## src/pkg/anreg_defs.svh

```systemverilog
// register offsets, field positions, reset values for the negotiation register slice
`ifndef ANREG_DEFS_SVH
`define ANREG_DEFS_SVH

// ----------------------------------------------------------------
// offsets
// ----------------------------------------------------------------
`define ANREG_OFS_PARTNER    5'h05
`define ANREG_OFS_EXPANSION  5'h06
`define ANREG_OFS_NEXT_PAGE  5'h07
`define ANREG_OFS_IRQ_STATUS 5'h10
`define ANREG_OFS_IRQ_MASK   5'h11

// ----------------------------------------------------------------
// partner ability fields
// ----------------------------------------------------------------
`define ANREG_PA_HALF10_BIT  5
`define ANREG_PA_SEL_HI      4
`define ANREG_PA_SEL_LO      0

// ----------------------------------------------------------------
// expansion fields
// ----------------------------------------------------------------
`define ANREG_EX_PDF_BIT     4
`define ANREG_EX_LPNP_BIT    3
`define ANREG_EX_NPABLE_BIT  2
`define ANREG_EX_PAGERX_BIT  1
`define ANREG_EX_LPAN_BIT    0

// ----------------------------------------------------------------
// next page transmit fields
// ----------------------------------------------------------------
`define ANREG_NP_MORE_BIT    15
`define ANREG_NP_RSVD_BIT    14
`define ANREG_NP_MSG_BIT     13
`define ANREG_NP_COMPLY_ACKNOWLEDGE_BIT    12
`define ANREG_NP_TOG_BIT     11
`define ANREG_NP_CODE_HI     10
`define ANREG_NP_CODE_LO     0

// ----------------------------------------------------------------
// interrupt bits
// ----------------------------------------------------------------
`define ANREG_IRQ_PAGE_BIT   0
`define ANREG_IRQ_PDF_BIT    1
`define ANREG_IRQ_WORD_BIT   2

// ----------------------------------------------------------------
// reset values
// ----------------------------------------------------------------
`define ANREG_RST_SEL        5'h00
`define ANREG_RST_MORE       1'h1
`define ANREG_RST_MSG        1'h1
`define ANREG_RST_CODE       11'h008
`define ANREG_RST_IRQ        3'h0
`define ANREG_ZERO16         16'h0000

`endif

```

## src/pkg/anreg_pkg.sv

```systemverilog
// types shared by the negotiation register slice
package anreg_pkg;

  // ----------------------------------------------------------------
  // partner word from the negotiation engine
  // ----------------------------------------------------------------
  typedef struct packed {
    logic       half10;
    logic [4:0] partner_selector_field;
    logic       partner_next_page_capable;
    logic       partner_negotiation_capable;
  } anreg_partner_s;

  // ----------------------------------------------------------------
  // all state of the register slice except the fault delay flop pdf_d_r
  // ----------------------------------------------------------------
  typedef struct packed {
    anreg_partner_s partner;
    logic           page_rx;
    logic           more_pages_wanted;
    logic           comply_acknowledge;
    logic           page_toggle_bit;
    logic [2:0]     irq_status;
    logic [2:0]     irq_mask;
    logic [15:0]    rd_data;
  } anreg_state_s;

endpackage

```

## src/hdl/anreg_top.sv

```systemverilog
// negotiation status and next page transmit register slice
//
// Design decision made here: the strobed register port.
`timescale 1ns/10ps
`include "anreg_defs.svh"

module anreg_top #(
  parameter int ADDR_W = 5
) (
  input  wire logic                  sys_clk_in,
  input  wire logic                  rst_n_in,
  input  wire logic [ADDR_W-1:0]     addr_in,
  input  wire logic [15:0]           wr_data_in,
  input  wire logic                  wr_en_in,
  input  wire logic                  rd_en_in,
  output logic      [15:0]           rd_data_out,
  input  wire logic                  partner_word_valid_in,
  input  wire anreg_pkg::anreg_partner_s partner_word_in,
  input  wire logic                  page_received_in,
  input  wire logic                  parallel_detect_fault_in,
  input  wire logic                  comply_acknowledge_in,
  input  wire logic                  page_exchanged_in,
  input  wire logic                  exchanged_toggle_in,
  output logic      [15:0]           next_page_word_out,
  output logic                       more_pages_wanted_out,
  output logic                       irq_out
);

  // ----------------------------------------------------------------
  // helpers
  // ----------------------------------------------------------------
  function automatic logic hit(input logic [ADDR_W-1:0] a, input logic [4:0] ofs);
    hit = (a == ADDR_W'(ofs));
  endfunction

  anreg_pkg::anreg_state_s st_r;
  anreg_pkg::anreg_state_s st_nxt;
  logic [15:0]             partner_word;
  logic [15:0]             expansion_word;
  logic [15:0]             next_page_word;
  logic [15:0]             irq_word;
  logic [15:0]             mask_word;
  logic                    pdf_rise;
  logic                    pdf_d_r;

  // ----------------------------------------------------------------
  // read views; unlisted bits stay zero
  // ----------------------------------------------------------------
  always_comb begin
    partner_word = `ANREG_ZERO16;
    partner_word[`ANREG_PA_HALF10_BIT] = st_r.partner.half10;
    partner_word[`ANREG_PA_SEL_HI:`ANREG_PA_SEL_LO] =
      st_r.partner.partner_selector_field;

    expansion_word = `ANREG_ZERO16;
    expansion_word[`ANREG_EX_PDF_BIT]    = parallel_detect_fault_in;
    expansion_word[`ANREG_EX_LPNP_BIT]   = st_r.partner.partner_next_page_capable;
    expansion_word[`ANREG_EX_NPABLE_BIT] = 1'b1;
    expansion_word[`ANREG_EX_PAGERX_BIT] = st_r.page_rx;
    expansion_word[`ANREG_EX_LPAN_BIT]   = st_r.partner.partner_negotiation_capable;

    next_page_word = `ANREG_ZERO16;
    next_page_word[`ANREG_NP_MORE_BIT] = st_r.more_pages_wanted;
    next_page_word[`ANREG_NP_RSVD_BIT] = 1'b0;
    next_page_word[`ANREG_NP_MSG_BIT]  = `ANREG_RST_MSG;
    next_page_word[`ANREG_NP_COMPLY_ACKNOWLEDGE_BIT] = st_r.comply_acknowledge;
    next_page_word[`ANREG_NP_TOG_BIT]  = st_r.page_toggle_bit;
    next_page_word[`ANREG_NP_CODE_HI:`ANREG_NP_CODE_LO] = `ANREG_RST_CODE;

    irq_word       = {13'h0000, st_r.irq_status};
    mask_word      = {13'h0000, st_r.irq_mask};
  end

  // fault is a level; only its rising edge counts as an interrupt event
  assign pdf_rise = parallel_detect_fault_in & ~pdf_d_r;

  // ----------------------------------------------------------------
  // next state
  // ----------------------------------------------------------------
  always_comb begin
    st_nxt = st_r;
    st_nxt.rd_data = `ANREG_ZERO16;
    st_nxt.comply_acknowledge = comply_acknowledge_in;

    if (partner_word_valid_in) begin
      st_nxt.partner = partner_word_in;
    end
    if (page_exchanged_in) begin
      st_nxt.page_toggle_bit = ~exchanged_toggle_in;
    end

    // only the more pages bit and the mask take writes
    if (wr_en_in && hit(addr_in, `ANREG_OFS_NEXT_PAGE)) begin
      st_nxt.more_pages_wanted = wr_data_in[`ANREG_NP_MORE_BIT];
    end
    if (wr_en_in && hit(addr_in, `ANREG_OFS_IRQ_MASK)) begin
      st_nxt.irq_mask = wr_data_in[2:0];
    end

    if (rd_en_in) begin
      unique case (1'b1)
        hit(addr_in, `ANREG_OFS_PARTNER):    st_nxt.rd_data = partner_word;
        hit(addr_in, `ANREG_OFS_EXPANSION):  st_nxt.rd_data = expansion_word;
        hit(addr_in, `ANREG_OFS_NEXT_PAGE):  st_nxt.rd_data = next_page_word;
        hit(addr_in, `ANREG_OFS_IRQ_STATUS): st_nxt.rd_data = irq_word;
        hit(addr_in, `ANREG_OFS_IRQ_MASK):   st_nxt.rd_data = mask_word;
        default:                             st_nxt.rd_data = `ANREG_ZERO16;
      endcase
    end

    // clear on read first, so a same-cycle event still lands
    if (rd_en_in && hit(addr_in, `ANREG_OFS_EXPANSION)) begin
      st_nxt.page_rx = 1'b0;
    end
    if (page_received_in) begin
      st_nxt.page_rx = 1'b1;
    end

    if (rd_en_in && hit(addr_in, `ANREG_OFS_IRQ_STATUS)) begin
      st_nxt.irq_status = `ANREG_RST_IRQ;
    end
    if (page_received_in) begin
      st_nxt.irq_status[`ANREG_IRQ_PAGE_BIT] = 1'b1;
    end
    if (pdf_rise) begin
      st_nxt.irq_status[`ANREG_IRQ_PDF_BIT] = 1'b1;
    end
    if (partner_word_valid_in) begin
      st_nxt.irq_status[`ANREG_IRQ_WORD_BIT] = 1'b1;
    end
  end

  // ----------------------------------------------------------------
  // state register
  // ----------------------------------------------------------------
  always_ff @(posedge sys_clk_in or negedge rst_n_in) begin
    if (!rst_n_in) begin
      st_r.partner.half10                      <= 1'b0;
      st_r.partner.partner_selector_field      <= `ANREG_RST_SEL;
      st_r.partner.partner_next_page_capable   <= 1'b0;
      st_r.partner.partner_negotiation_capable <= 1'b0;
      st_r.page_rx                             <= 1'b0;
      st_r.more_pages_wanted                   <= `ANREG_RST_MORE;
      st_r.comply_acknowledge                  <= 1'b0;
      st_r.page_toggle_bit                     <= 1'b0;
      st_r.irq_status                          <= `ANREG_RST_IRQ;
      st_r.irq_mask                            <= `ANREG_RST_IRQ;
      st_r.rd_data                             <= `ANREG_ZERO16;
      pdf_d_r                                  <= 1'b0;
    end else begin
      st_r    <= st_nxt;
      pdf_d_r <= parallel_detect_fault_in;
    end
  end

  // ----------------------------------------------------------------
  // outputs
  // ----------------------------------------------------------------
  assign rd_data_out           = st_r.rd_data;
  assign next_page_word_out    = next_page_word;
  assign more_pages_wanted_out = st_r.more_pages_wanted;
  assign irq_out               = |(st_r.irq_status & st_r.irq_mask);

endmodule

```

## config.mk

```make
export PLATFORM = sky130hd
export DESIGN_NAME = anreg_top
export DESIGN_NICKNAME = d
export VERILOG_FILES = /design/src/pkg/anreg_pkg.sv /design/src/hdl/anreg_top.sv
export VERILOG_INCLUDE_DIRS = /design/src /design/src/pkg
export SDC_FILE = /design/constraint.sdc
export NUM_CORES = 1
export LEC_CHECK = 0
export BUFFER_PORTS_ARGS = -buffer_cell sky130_fd_sc_hd__buf_2
export CORE_AREA = 2 2 60 57
export CTS_CLUSTER_DIAMETER = 60
export DETAILED_ROUTE_END_ITERATION = 12
export DIE_AREA = 0 0 62 59
export GPL_TIMING_DRIVEN = 0
export PLACE_DENSITY_LB_ADDON = 0.08
export SETUP_SLACK_MARGIN = 0.1
export SYNTH_ARGS = -nofsm -noshare
export SYNTH_HDL_FRONTEND = slang
export SYNTH_SLANG_ARGS = --single-unit
```

## constraint.sdc

```tcl
create_clock -name sys_clk_in -period 2.7 [get_ports sys_clk_in]
set_clock_uncertainty 0.05 [all_clocks]
set_input_delay 0.54 -clock sys_clk_in [delete_from_list [all_inputs] [get_ports sys_clk_in]]
set_output_delay 0.54 -clock sys_clk_in [all_outputs]
set_load 0.05 [all_outputs]
```

==> impl_metrics.toml, run 1 <==
[cts]
cts.repair.resized = 0
clockBufferDepth = 2
clk_latency_ns = 0.33
cts_buffers = 5
cts_root_buf = "clkbuf_4"
htreeDepth = 2
path_clk_slew_ns = 0.09
cts.sinks = 29
postCtsSetupBuffers = 0
holdBufCountCts = 0
cts_tree = "done"

[critical_path]
r2r_cells = 4
cp_num_buf_inv = 2
cp_top_family = "flip-flops"
crit_type = "reg2out"
path_max_fanout = 3
cp.required_ns = 2.11
start_kind = "register"
cpPeakStageDelay_ns = 0.43
worst_setup_path_end_kind = "primary output"
cp_cell_sequence = "a222oi_1, inv_1, buf_2"
r2r_slack_ns = 1.84
r2r-end = "rd_data_out[3]"
worstReg2RegStart = "expansion_word[3]"
critical_path_arrival_ns = 1.35
cpMaxStageDelayCell = "dfrtp_1"

[floorplan]
rows = 19
ios = 73
fp.dieH_um = 59
die_w_um = 62
core_um2 = 2970
start_util_pct = 45.9
dieArea_um2 = 3660

[run_status]
status = "finished, final reports clean"

[power]
power.share.clock_pct = 26.5
p_per_area_nw_per_um2 = 571
p_comb_share_pct = 24.2
leakage_uw = 0.000874
netSwitchingPower_uw = 318
pwr-share-seq_pct = 49.3
peakVddDrop_mv = 0.301
power.internal_uw = 666
swShare_pct = 32.4

[synth]
async_flop_share_pct = 100
yosysSeqAreaShare_pct = 53.4
synthMuxAreaShare_pct = 9.92
synth_enable_flop_cells = 0
synth_compound_area_share_pct = 9.00
yosysWarnings = 0
yosys.area_share.simple_pct = 14.4
ys_ff_latch = 29
synth_cell_type_count = 30
synth-main-ff-cell = "dfrtp_1"
synth_top_family_by_area = "simple AND/OR/NAND/NOR gates"
avgSynthCellArea_um2 = 11.6
syn_inst = 117
synth_area_um2 = 1360
post_synth_fa_ha_maj_area_fraction_pct = 0
synth_xor_area_share_pct = 0

[sta]
worst_slew_pin_slew_ns = 0.624
rsz0062_at_grt = "no"
setup_tns_ns = 0
drv_slew = 0
timing_hold_violations_final = 0
timing.final.crit_share_pct = 72.0
fmax_mhz = 514
finalSetupViolations = 0
max_slew_margin_pct = 58.4
fin_crit_ns = 1.94

[placed_design]
port_buffers = 38
place.gp.congestion = 0.789
placed_cell_area_um2 = 1670
dp.cells = 214
dp_hpwl_um = 2060

[detailed_routing]
vias = 972
first_pass_iters = 4
viasPerCell = 4.40
wl_per_cell_um = 12.2
drc_errors = 0
drt_wl_total_um = 2700
drt.antenna.violating_nets = 0
drtIter0Drc = 32

[final_layout]
diodes = 0
regArea_um2 = 727
multiInputGateArea_um2 = 526
fin_cells = 221
n_fill_cell = 263
nNetsFinal = 218
postLayoutCellArea_um2 = 1720
drive_gt1_share_pct = 45.8
area_growth_syn_to_layout_pct = 26.5

[global_route]
grt_usage_pct = 16.6
gr-usage-met2_pct = 23.7
busiest_layer = "met2"
met1_usage_pct = 20.7
grt_max_degree = 30
met3_usage_pct = 8.08
antenna_found_initial = 0
gr-total-overflow = 0
grt_pass1_wl_um = 4200
grt_pass1_vias = 929

[job]
max_cap_viol_count = 0

[worst_hold_path]
min_path_type = "in2async"
==> logic make-up after synthesis <==
kind of cell / after synthesis
flops: 29
other cells: 2
buf+inv: 25
compound gates: 17
simple gates: 32
mux: 12
==> power groups by stage <==
| stage | Combinational, µW | Sequential (µW) | Clock [µW] |
|---|---|---|---|
| after floorplan | 165 | 509 | 0 |
| after global placement | 234 | 493 | 0 |
| after detailed placement | 237 | 494 | 0 |
| after CTS | 238 | 485 | 272 |
| after global routing | 254 | 489 | 288 |
| final | 238 | 485 | 261 |
==> how the worst max path moves through the flow <==
stage | startpoint | to | slack (ns) | cells past startpoint
6_report | mask_word[2] | irq_out | 0.76 | 3
5_1_grt | mask_word[2] | irq_out | 0.67 | 3
3_5_place_dp | addr_in[1] | mask_word[0] | 0.79 | 5
4_1_cts | mask_word[2] | irq_out | 0.74 | 3
2_1_floorplan | addr_in[1] | mask_word[0] | 0.94 | 5
3_3_place_gp | addr_in[1] | mask_word[2] | 0.80 | 5
==> worst register-to-register path, cell delays in order, from the launching register on <==
cell and delay (ns):
dfrtp_1 0.38, o21ai_0 0.15, nand2_1 0.06, nand2_1 0.06, nor2_1 0.04
==> stage by stage <==
stage	hold slack (ns)	setup WS (ns)	util (%)	total power (µW)
after floorplan	0.194	0.936	-	674
after global placement	0.410	0.799	56.2	727
after detailed placement	0.424	0.792	56.2	731
after CTS	0.182	0.739	58.0	995
after global routing	0.209	0.674	58.0	1030
final	0.171	0.756	58.0	984
==> cell usage in the layout, fill, tap and decap left out, types with 2 or more instances in the layout <==
cell type,instances
a21o_1,2
clkbuf_1,2
nor2_1,8
clkbuf_4,5
inv_1,2
a32oi_1,4
dfrtp_1,28
nand2b_1,4
mux2_2,11
a31oi_1,2
a21oi_1,3
o21ai_0,2
nand2_1,8
and2_1,4
buf_2,39
conb_1,19
buf_4,21
==> cell usage after synthesis (2+ instances only) <==
cell type / instances / area share (%)
a21o_1: 2 / 1.1
a21oi_1: 3 / 1.1
a31oi_1: 2 / 0.92
a32oi_1: 4 / 2.6
and2_1: 4 / 1.8
buf_4: 21 / 12
conb_1: 2 / 0.55
dfrtp_1: 28 / 51
inv_1: 2 / 0.55
mux2_2: 11 / 9.1
nand2_1: 8 / 2.2
nand2b_1: 4 / 1.8
nor2_1: 8 / 2.2
o21ai_0: 2 / 0.73
==> area by class of cell <==
cell class | count | area share [%]
sequential | 29 | 42.2
multi-input combinational | 80 | 30.5
timing repair buffer | 38 | 11.0
buffer | 23 | 9.65
clock buffer | 7 | 3.19
tap | 42 | 3.05
inverter | 2 | 0.435
==> per-layer routing <==
layer / vias to the layer above / wire length, µm
met5: - / 0
met4: 0 / 53
met1: 439 / 1180
met3: 5 / 257
li1: 485 / -
met2: 43 / 1210
==> state kept, by name, summed over array words and instances, names as in the netlist <==
signal / cells
rd_data_out: 10
partner_word: 6
expansion_word: 3
irq_word: 3
mask_word: 3
next_page_word_out: 2
more_pages_wanted_out: 1
pdf_d_r: 1
(Power assumes the default switching activity.)
==> run 2, diff against run 1 <==
--- a/config.mk
+++ b/config.mk
@@ -7,10 +7,10 @@
 export NUM_CORES = 1
 export LEC_CHECK = 0
 export BUFFER_PORTS_ARGS = -buffer_cell sky130_fd_sc_hd__buf_2
-export CORE_AREA = 2 2 60 57
+export CORE_AREA = 2 2 65 61
 export CTS_CLUSTER_DIAMETER = 60
 export DETAILED_ROUTE_END_ITERATION = 12
-export DIE_AREA = 0 0 62 59
+export DIE_AREA = 0 0 67 63
 export GPL_TIMING_DRIVEN = 0
 export PLACE_DENSITY_LB_ADDON = 0.08
 export SETUP_SLACK_MARGIN = 0.1
==> constraint.sdc (replaced) <==
create_clock -name sys_clk_in -period 1.7 [get_ports sys_clk_in]
set_clock_uncertainty 0.05 [all_clocks]
set_input_delay 0.34 -clock sys_clk_in [delete_from_list [all_inputs] [get_ports sys_clk_in]]
set_output_delay 0.34 -clock sys_clk_in [all_outputs]
set_load 0.05 [all_outputs]
==> run 2 against run 1 <==
Effect of this change:
- die area grew 15%
- setup slack worse by 0.69 ns
- total power increased by 92%
- sequential share of layout area decreased by 2.4 points
- critical path type unchanged
- utilization shrank 6.9 points
- combinational power increased by 68%
- non-clock buffer count up 4
- clock power grew to 2.8 times the previous value
- critical path depth did not move
- first-iteration DRC count is 22% lower
- via count up 4.8%
- cell area rose by 6.0%
==> impl_metrics.toml, run 2 (synthesis gave the netlist of run 1 again) <==
[run_status]
status = "finished, final reports clean"

[cts]
path_clk_slew_ns = 0.06
htreeDepth = 2
cts.sinks = 29
clockBufferDepth = 2
cts_root_buf = "clkbuf_8"
clk_latency_ns = 0.27
holdBufCountCts = 0
cts_buffers = 5
cts_tree = "done"

[floorplan]
fp.dieH_um = 63
core_um2 = 3570
die_w_um = 67
rows = 21
ios = 73
start_util_pct = 38.1
dieArea_um2 = 4220

[power]
swShare_pct = 28.3
power.share.clock_pct = 38.3
p_per_area_nw_per_um2 = 1040
power.internal_uw = 1360
pwr-share-seq_pct = 40.6
leakage_uw = 0.000922
netSwitchingPower_uw = 536
p_comb_share_pct = 21.1
peakVddDrop_mv = 0.580

[detailed_routing]
vias = 1019
wl_per_cell_um = 12.0
drt_wl_total_um = 2770
viasPerCell = 4.43
drc_errors = 0
first_pass_iters = 6
drtIter0Drc = 25
drt.antenna.violating_nets = 0

[final_layout]
n_fill_cell = 331
drive_gt1_share_pct = 47.3
largest_reg_flops = 10
fin_cells = 230
postLayoutCellArea_um2 = 1830
nNetsFinal = 222
diodes = 0
area_growth_syn_to_layout_pct = 34.1
final_common_cell = "buf_2"
final_cell_mix = "38 x buf_2, 28 x dfrtp_1, 25 x buf_4, 19 x conb_1, 11 x mux2_2"

[critical_path]
cpPeakStageDelay_ns = 0.38
cp_cell_sequence = "a222oi_1, inv_1, buf_6"
critical_path_arrival_ns = 1.24
cp_top_family = "flip-flops"
crit_type = "reg2out"
worst_setup_path_end_kind = "primary output"
cpMaxStageDelayCell = "dfrtp_1"
path_max_fanout = 2
start_kind = "register"
cp.required_ns = 1.31
cp_num_buf_inv = 2

[sta]
timing.final.crit_share_pct = 96.2
worst_slew_pin_slew_ns = 0.636
fin_crit_ns = 1.63
timing_hold_violations_final = 0
max_slew_margin_pct = 57.6
fmax_mhz = 612
rsz0062_at_grt = "yes"
setup_tns_ns = 0
drv_slew = 0
finalSetupViolations = 0

[placed_design]
place.gp.congestion = 0.846
dp.cells = 218
port_buffers = 38
dp_hpwl_um = 2060
placed_cell_area_um2 = 1670

[global_route]
antenna_found_initial = 0
gr-total-overflow = 0
grt_usage_pct = 14.5
grt_max_degree = 30
grt_pass1_vias = 959
grt_pass1_wl_um = 4460

[worst_hold_path]
min_path_type = "in2async"

[job]
max_cap_viol_count = 0
-- run 2: cell count changes in the layout (fill, tap and decap cells not counted), sizes merged --
cell	delta
buf	+4
bufinv	+1
-- run 2: worst paths after layout --
path,startpoint,slack (ns),cells past startpoint,endpoint
max,irq_word[2],0.07,3,irq_out
min,rst_n_in,0.03,1,partner_word[5]
max reg2reg,irq_word[2],0.74,4,rd_data_out[2]
min reg2reg,next_page_word_out[12],0.44,1,rd_data_out[12]
max in group asynchronous,rst_n_in,1.15,1,mask_word[2]
min in group sys_clk_in,comply_acknowledge_in,0.12,1,next_page_word_out[12]
-- run 2: layout make-up --
type                    count  area (µm²)  area share, %
well taps                  46        57.6           3.15
flip-flops and latches     29         727           39.8
inverters                   2        7.51          0.411
repair buffers             42         226           12.4
clock buffers               7        86.3           4.73
multi-input cells          80         526           28.8
plain buffers              23         166           9.11
clock inverters             1        30.0           1.64
-- run 2: per-stage QoR --
step	setup WS (ns)	total power (µW)	util [%]	hold WS, ns
global route	-0.00570	1980	51.1	0.0782
global placement	-0.0312	1160	46.8	0.339
detailed placement	-0.0616	1160	46.8	0.345
floorplan	0.136	1070	-	-0.00559
CTS	0.0518	1910	50.9	0.0479
finish	0.0654	1890	51.1	0.0329
-- run 2: routing by layer --
metal / track usage, % / wire length, µm / vias up
met5: 0 / 0 / -
met4: 6.89 / 52 / 0
met3: 5.95 / 241 / 4
met2: 22.4 / 1300 / 40
met1: 17.4 / 1180 / 479
li1: - / - / 496
-- run 2: power groups by stage --
stage,sequential (µW),combinational [µW],clock (µW)
after global placement,782,374,0
after CTS,769,401,737
after global routing,775,428,778
final,768,400,724
after floorplan,808,262,0
after detailed placement,784,378,0
-- run 2: timing repair --
action,CTS,global route
setup buffers,3,1
gates resized for setup,2,0
pin swaps,1,1
endpoints found under the setup margin,1,1
==> run 3, diff against run 2 <==
--- a/config.mk
+++ b/config.mk
@@ -6,6 +6,7 @@
 export SDC_FILE = /design/constraint.sdc
 export NUM_CORES = 1
 export LEC_CHECK = 0
+export ABC_AREA = 1
 export BUFFER_PORTS_ARGS = -buffer_cell sky130_fd_sc_hd__buf_2
 export CORE_AREA = 2 2 65 61
 export CTS_CLUSTER_DIAMETER = 60
==> run 3 against run 2 <==
Effect of this change:
- total power is 6.4% lower
- critical path depth is 1 lower
- sequential power hardly changed
- synthesized area is 1.1% higher
- critical endpoint is now next_page_word_out[15]
- global-route usage is 0.24 points higher
- largest cell class unchanged
==> impl_metrics.toml, run 3 <==
[critical_path]
worst_setup_path_end_kind = "primary output"
crit_type = "reg2out"
critical_path_arrival_ns = 1.15
cp.required_ns = 1.31
r2r-end = "rd_data_out[1]"
start_kind = "register"
r2r_cells = 4
worstReg2RegStart = "irq_word[1]"
path_max_fanout = 3
r2r_slack_ns = 0.81

[synth]
synth_cell_type_count = 18
syn_inst = 163
yosysSeqAreaShare_pct = 52.8
synth.largest_area_cell = "dfrtp_1"
ys_ff_latch = 29
synthTopCellsByCount = "44 x nand2_1, 28 x dfrtp_1, 20 x buf_4"
avgSynthCellArea_um2 = 8.45
synth-main-ff-cell = "dfrtp_1"
yosysWarnings = 0
synth_most_common_cell = "nand2_1"
synth_area_um2 = 1380
synth_enable_flop_cells = 0
synth.top_cells.by_area = "dfrtp_1 51%, nand2_1 12%, buf_4 11%"
async_flop_share_pct = 100
synth_top_area_share_pct = 50.9

[final_layout]
final_common_cell = "nand2_1"
drive_gt1_share_pct = 34.5
area_growth_syn_to_layout_pct = 31.1
diodes = 0
nNetsFinal = 267
largest_reg_flops = 10
final_cell_mix = "44 x nand2_1, 41 x buf_2, 28 x dfrtp_1, 20 x buf_4, 19 x conb_1"
post-route-util_pct = 50.5

[power]
netSwitchingPower_uw = 560
p_per_area_nw_per_um2 = 981
leakage_uw = 0.00104
power.internal_uw = 1210
power.share.clock_pct = 34.7
peakVddDrop_mv = 0.532
pwr-share-seq_pct = 43.3
p_comb_share_pct = 22.1
swShare_pct = 31.6

[cts]
clockBufferDepth = 2
clk_latency_ns = 0.28
htreeDepth = 2
postCtsSetupBuffers = 0
cts_buffers = 5
cts_root_buf = "clkbuf_8"
cts_tree = "done"
cts.sinks = 29
path_clk_slew_ns = 0.06
holdBufCountCts = 0
cts.repair.resized = 0

[global_route]
antenna_found_initial = 0
grt_pass1_vias = 1077
grt_pass1_wl_um = 4620
grt_max_degree = 30
grt_usage_pct = 14.8
gr-total-overflow = 0

[floorplan]
die_w_um = 67
rows = 21
ios = 73
core_um2 = 3570
fp.dieH_um = 63
start_util_pct = 38.6
dieArea_um2 = 4220

[detailed_routing]
viasPerCell = 4.09
drt_wl_total_um = 2630
wl_per_cell_um = 9.55
drtIter0Drc = 20
drc_errors = 0
drt.antenna.violating_nets = 0
first_pass_iters = 4
vias = 1125

[placed_design]
port_buffers = 41
dp_hpwl_um = 2110
place.gp.congestion = 0.873

[sta]
setup_tns_ns = 0
fmax_mhz = 649
fin_hold_ws_ns = 0.0154
finalSetupViolations = 0
rsz0062_at_grt = "no"
worst_slew_pin_slew_ns = 0.616
timing_hold_violations_final = 0
fin_crit_ns = 1.54
drv_slew = 0
timing.final.crit_share_pct = 90.6
max_slew_margin_pct = 59.0

[job]
max_cap_viol_count = 0

[run_status]
status = "finished, final reports clean"

[worst_hold_path]
min_path_type = "in2async"
run 3: kinds of logic after synthesis:
group / share of synthesized area, %
simple gates: 27.2
buf+inv: 15.5
flops: 52.8
compound gates: 4.00
other cells: 0.545
run 3: final cells by class:
class,instances,area [µm²]
well taps,46,57.6
repair buffers,41,205
flip-flops and latches,29,727
fillers,365,1770
multi-input cells,114,500
plain buffers,21,154
clock inverters,1,5.00
clock buffers,7,96.3
inverters,16,60.1
run 3: critical path, cell delays in order (launching register included):
cell	delay, ns
dfstp_2	0.53
buf_4	0.09
buf_2	0.24
run 3: metrics by stage:
step / power (µW) / cells / setup WS, ns / area [µm²]
6_report: 1770 / 275 / 0.159 / 1810
5_1_grt: 1870 / 275 / 0.117 / 1810
4_1_cts: 1800 / 275 / 0.142 / 1810
3_5_place_dp: 1170 / 267 / 0.364 / 1700
3_3_place_gp: 1170 / 267 / 0.371 / 1700
2_1_floorplan: 1080 / 180 / 0.382 / 1440
run 3: metal layers:
| metal | track usage, % | wire length [µm] |
|---|---|---|
| met1 | 18.0 | 1140 |
| met2 | 22.3 | 1210 |
| met3 | 7.21 | 233 |
| met4 | 5.61 | 46 |
| met5 | 0 | 0 |
run 3: worst max-delay path by stage:
| stage | startpoint | end | slack [ns] | depth (start not counted) |
|---|---|---|---|---|
| 2_1_floorplan | more_pages_wanted_out | next_page_word_out[15] | 0.38 | 1 |
| 3_3_place_gp | addr_in[4] | expansion_word[1] | 0.37 | 7 |
| 3_5_place_dp | addr_in[4] | expansion_word[1] | 0.36 | 7 |
| 4_1_cts | more_pages_wanted_out | next_page_word_out[15] | 0.14 | 2 |
| 5_1_grt | more_pages_wanted_out | next_page_word_out[15] | 0.12 | 2 |
| 6_report | more_pages_wanted_out | next_page_word_out[15] | 0.16 | 2 |
run 3: power groups by stage:
| stage | Clock (µW) | Sequential [µW] | Combinational (µW) |
|---|---|---|---|
| floorplan | 0 | 818 | 259 |
| global placement | 0 | 779 | 390 |
| detailed placement | 0 | 778 | 395 |
| CTS | 638 | 767 | 395 |
| global route | 667 | 772 | 427 |
| finish | 614 | 766 | 391 |
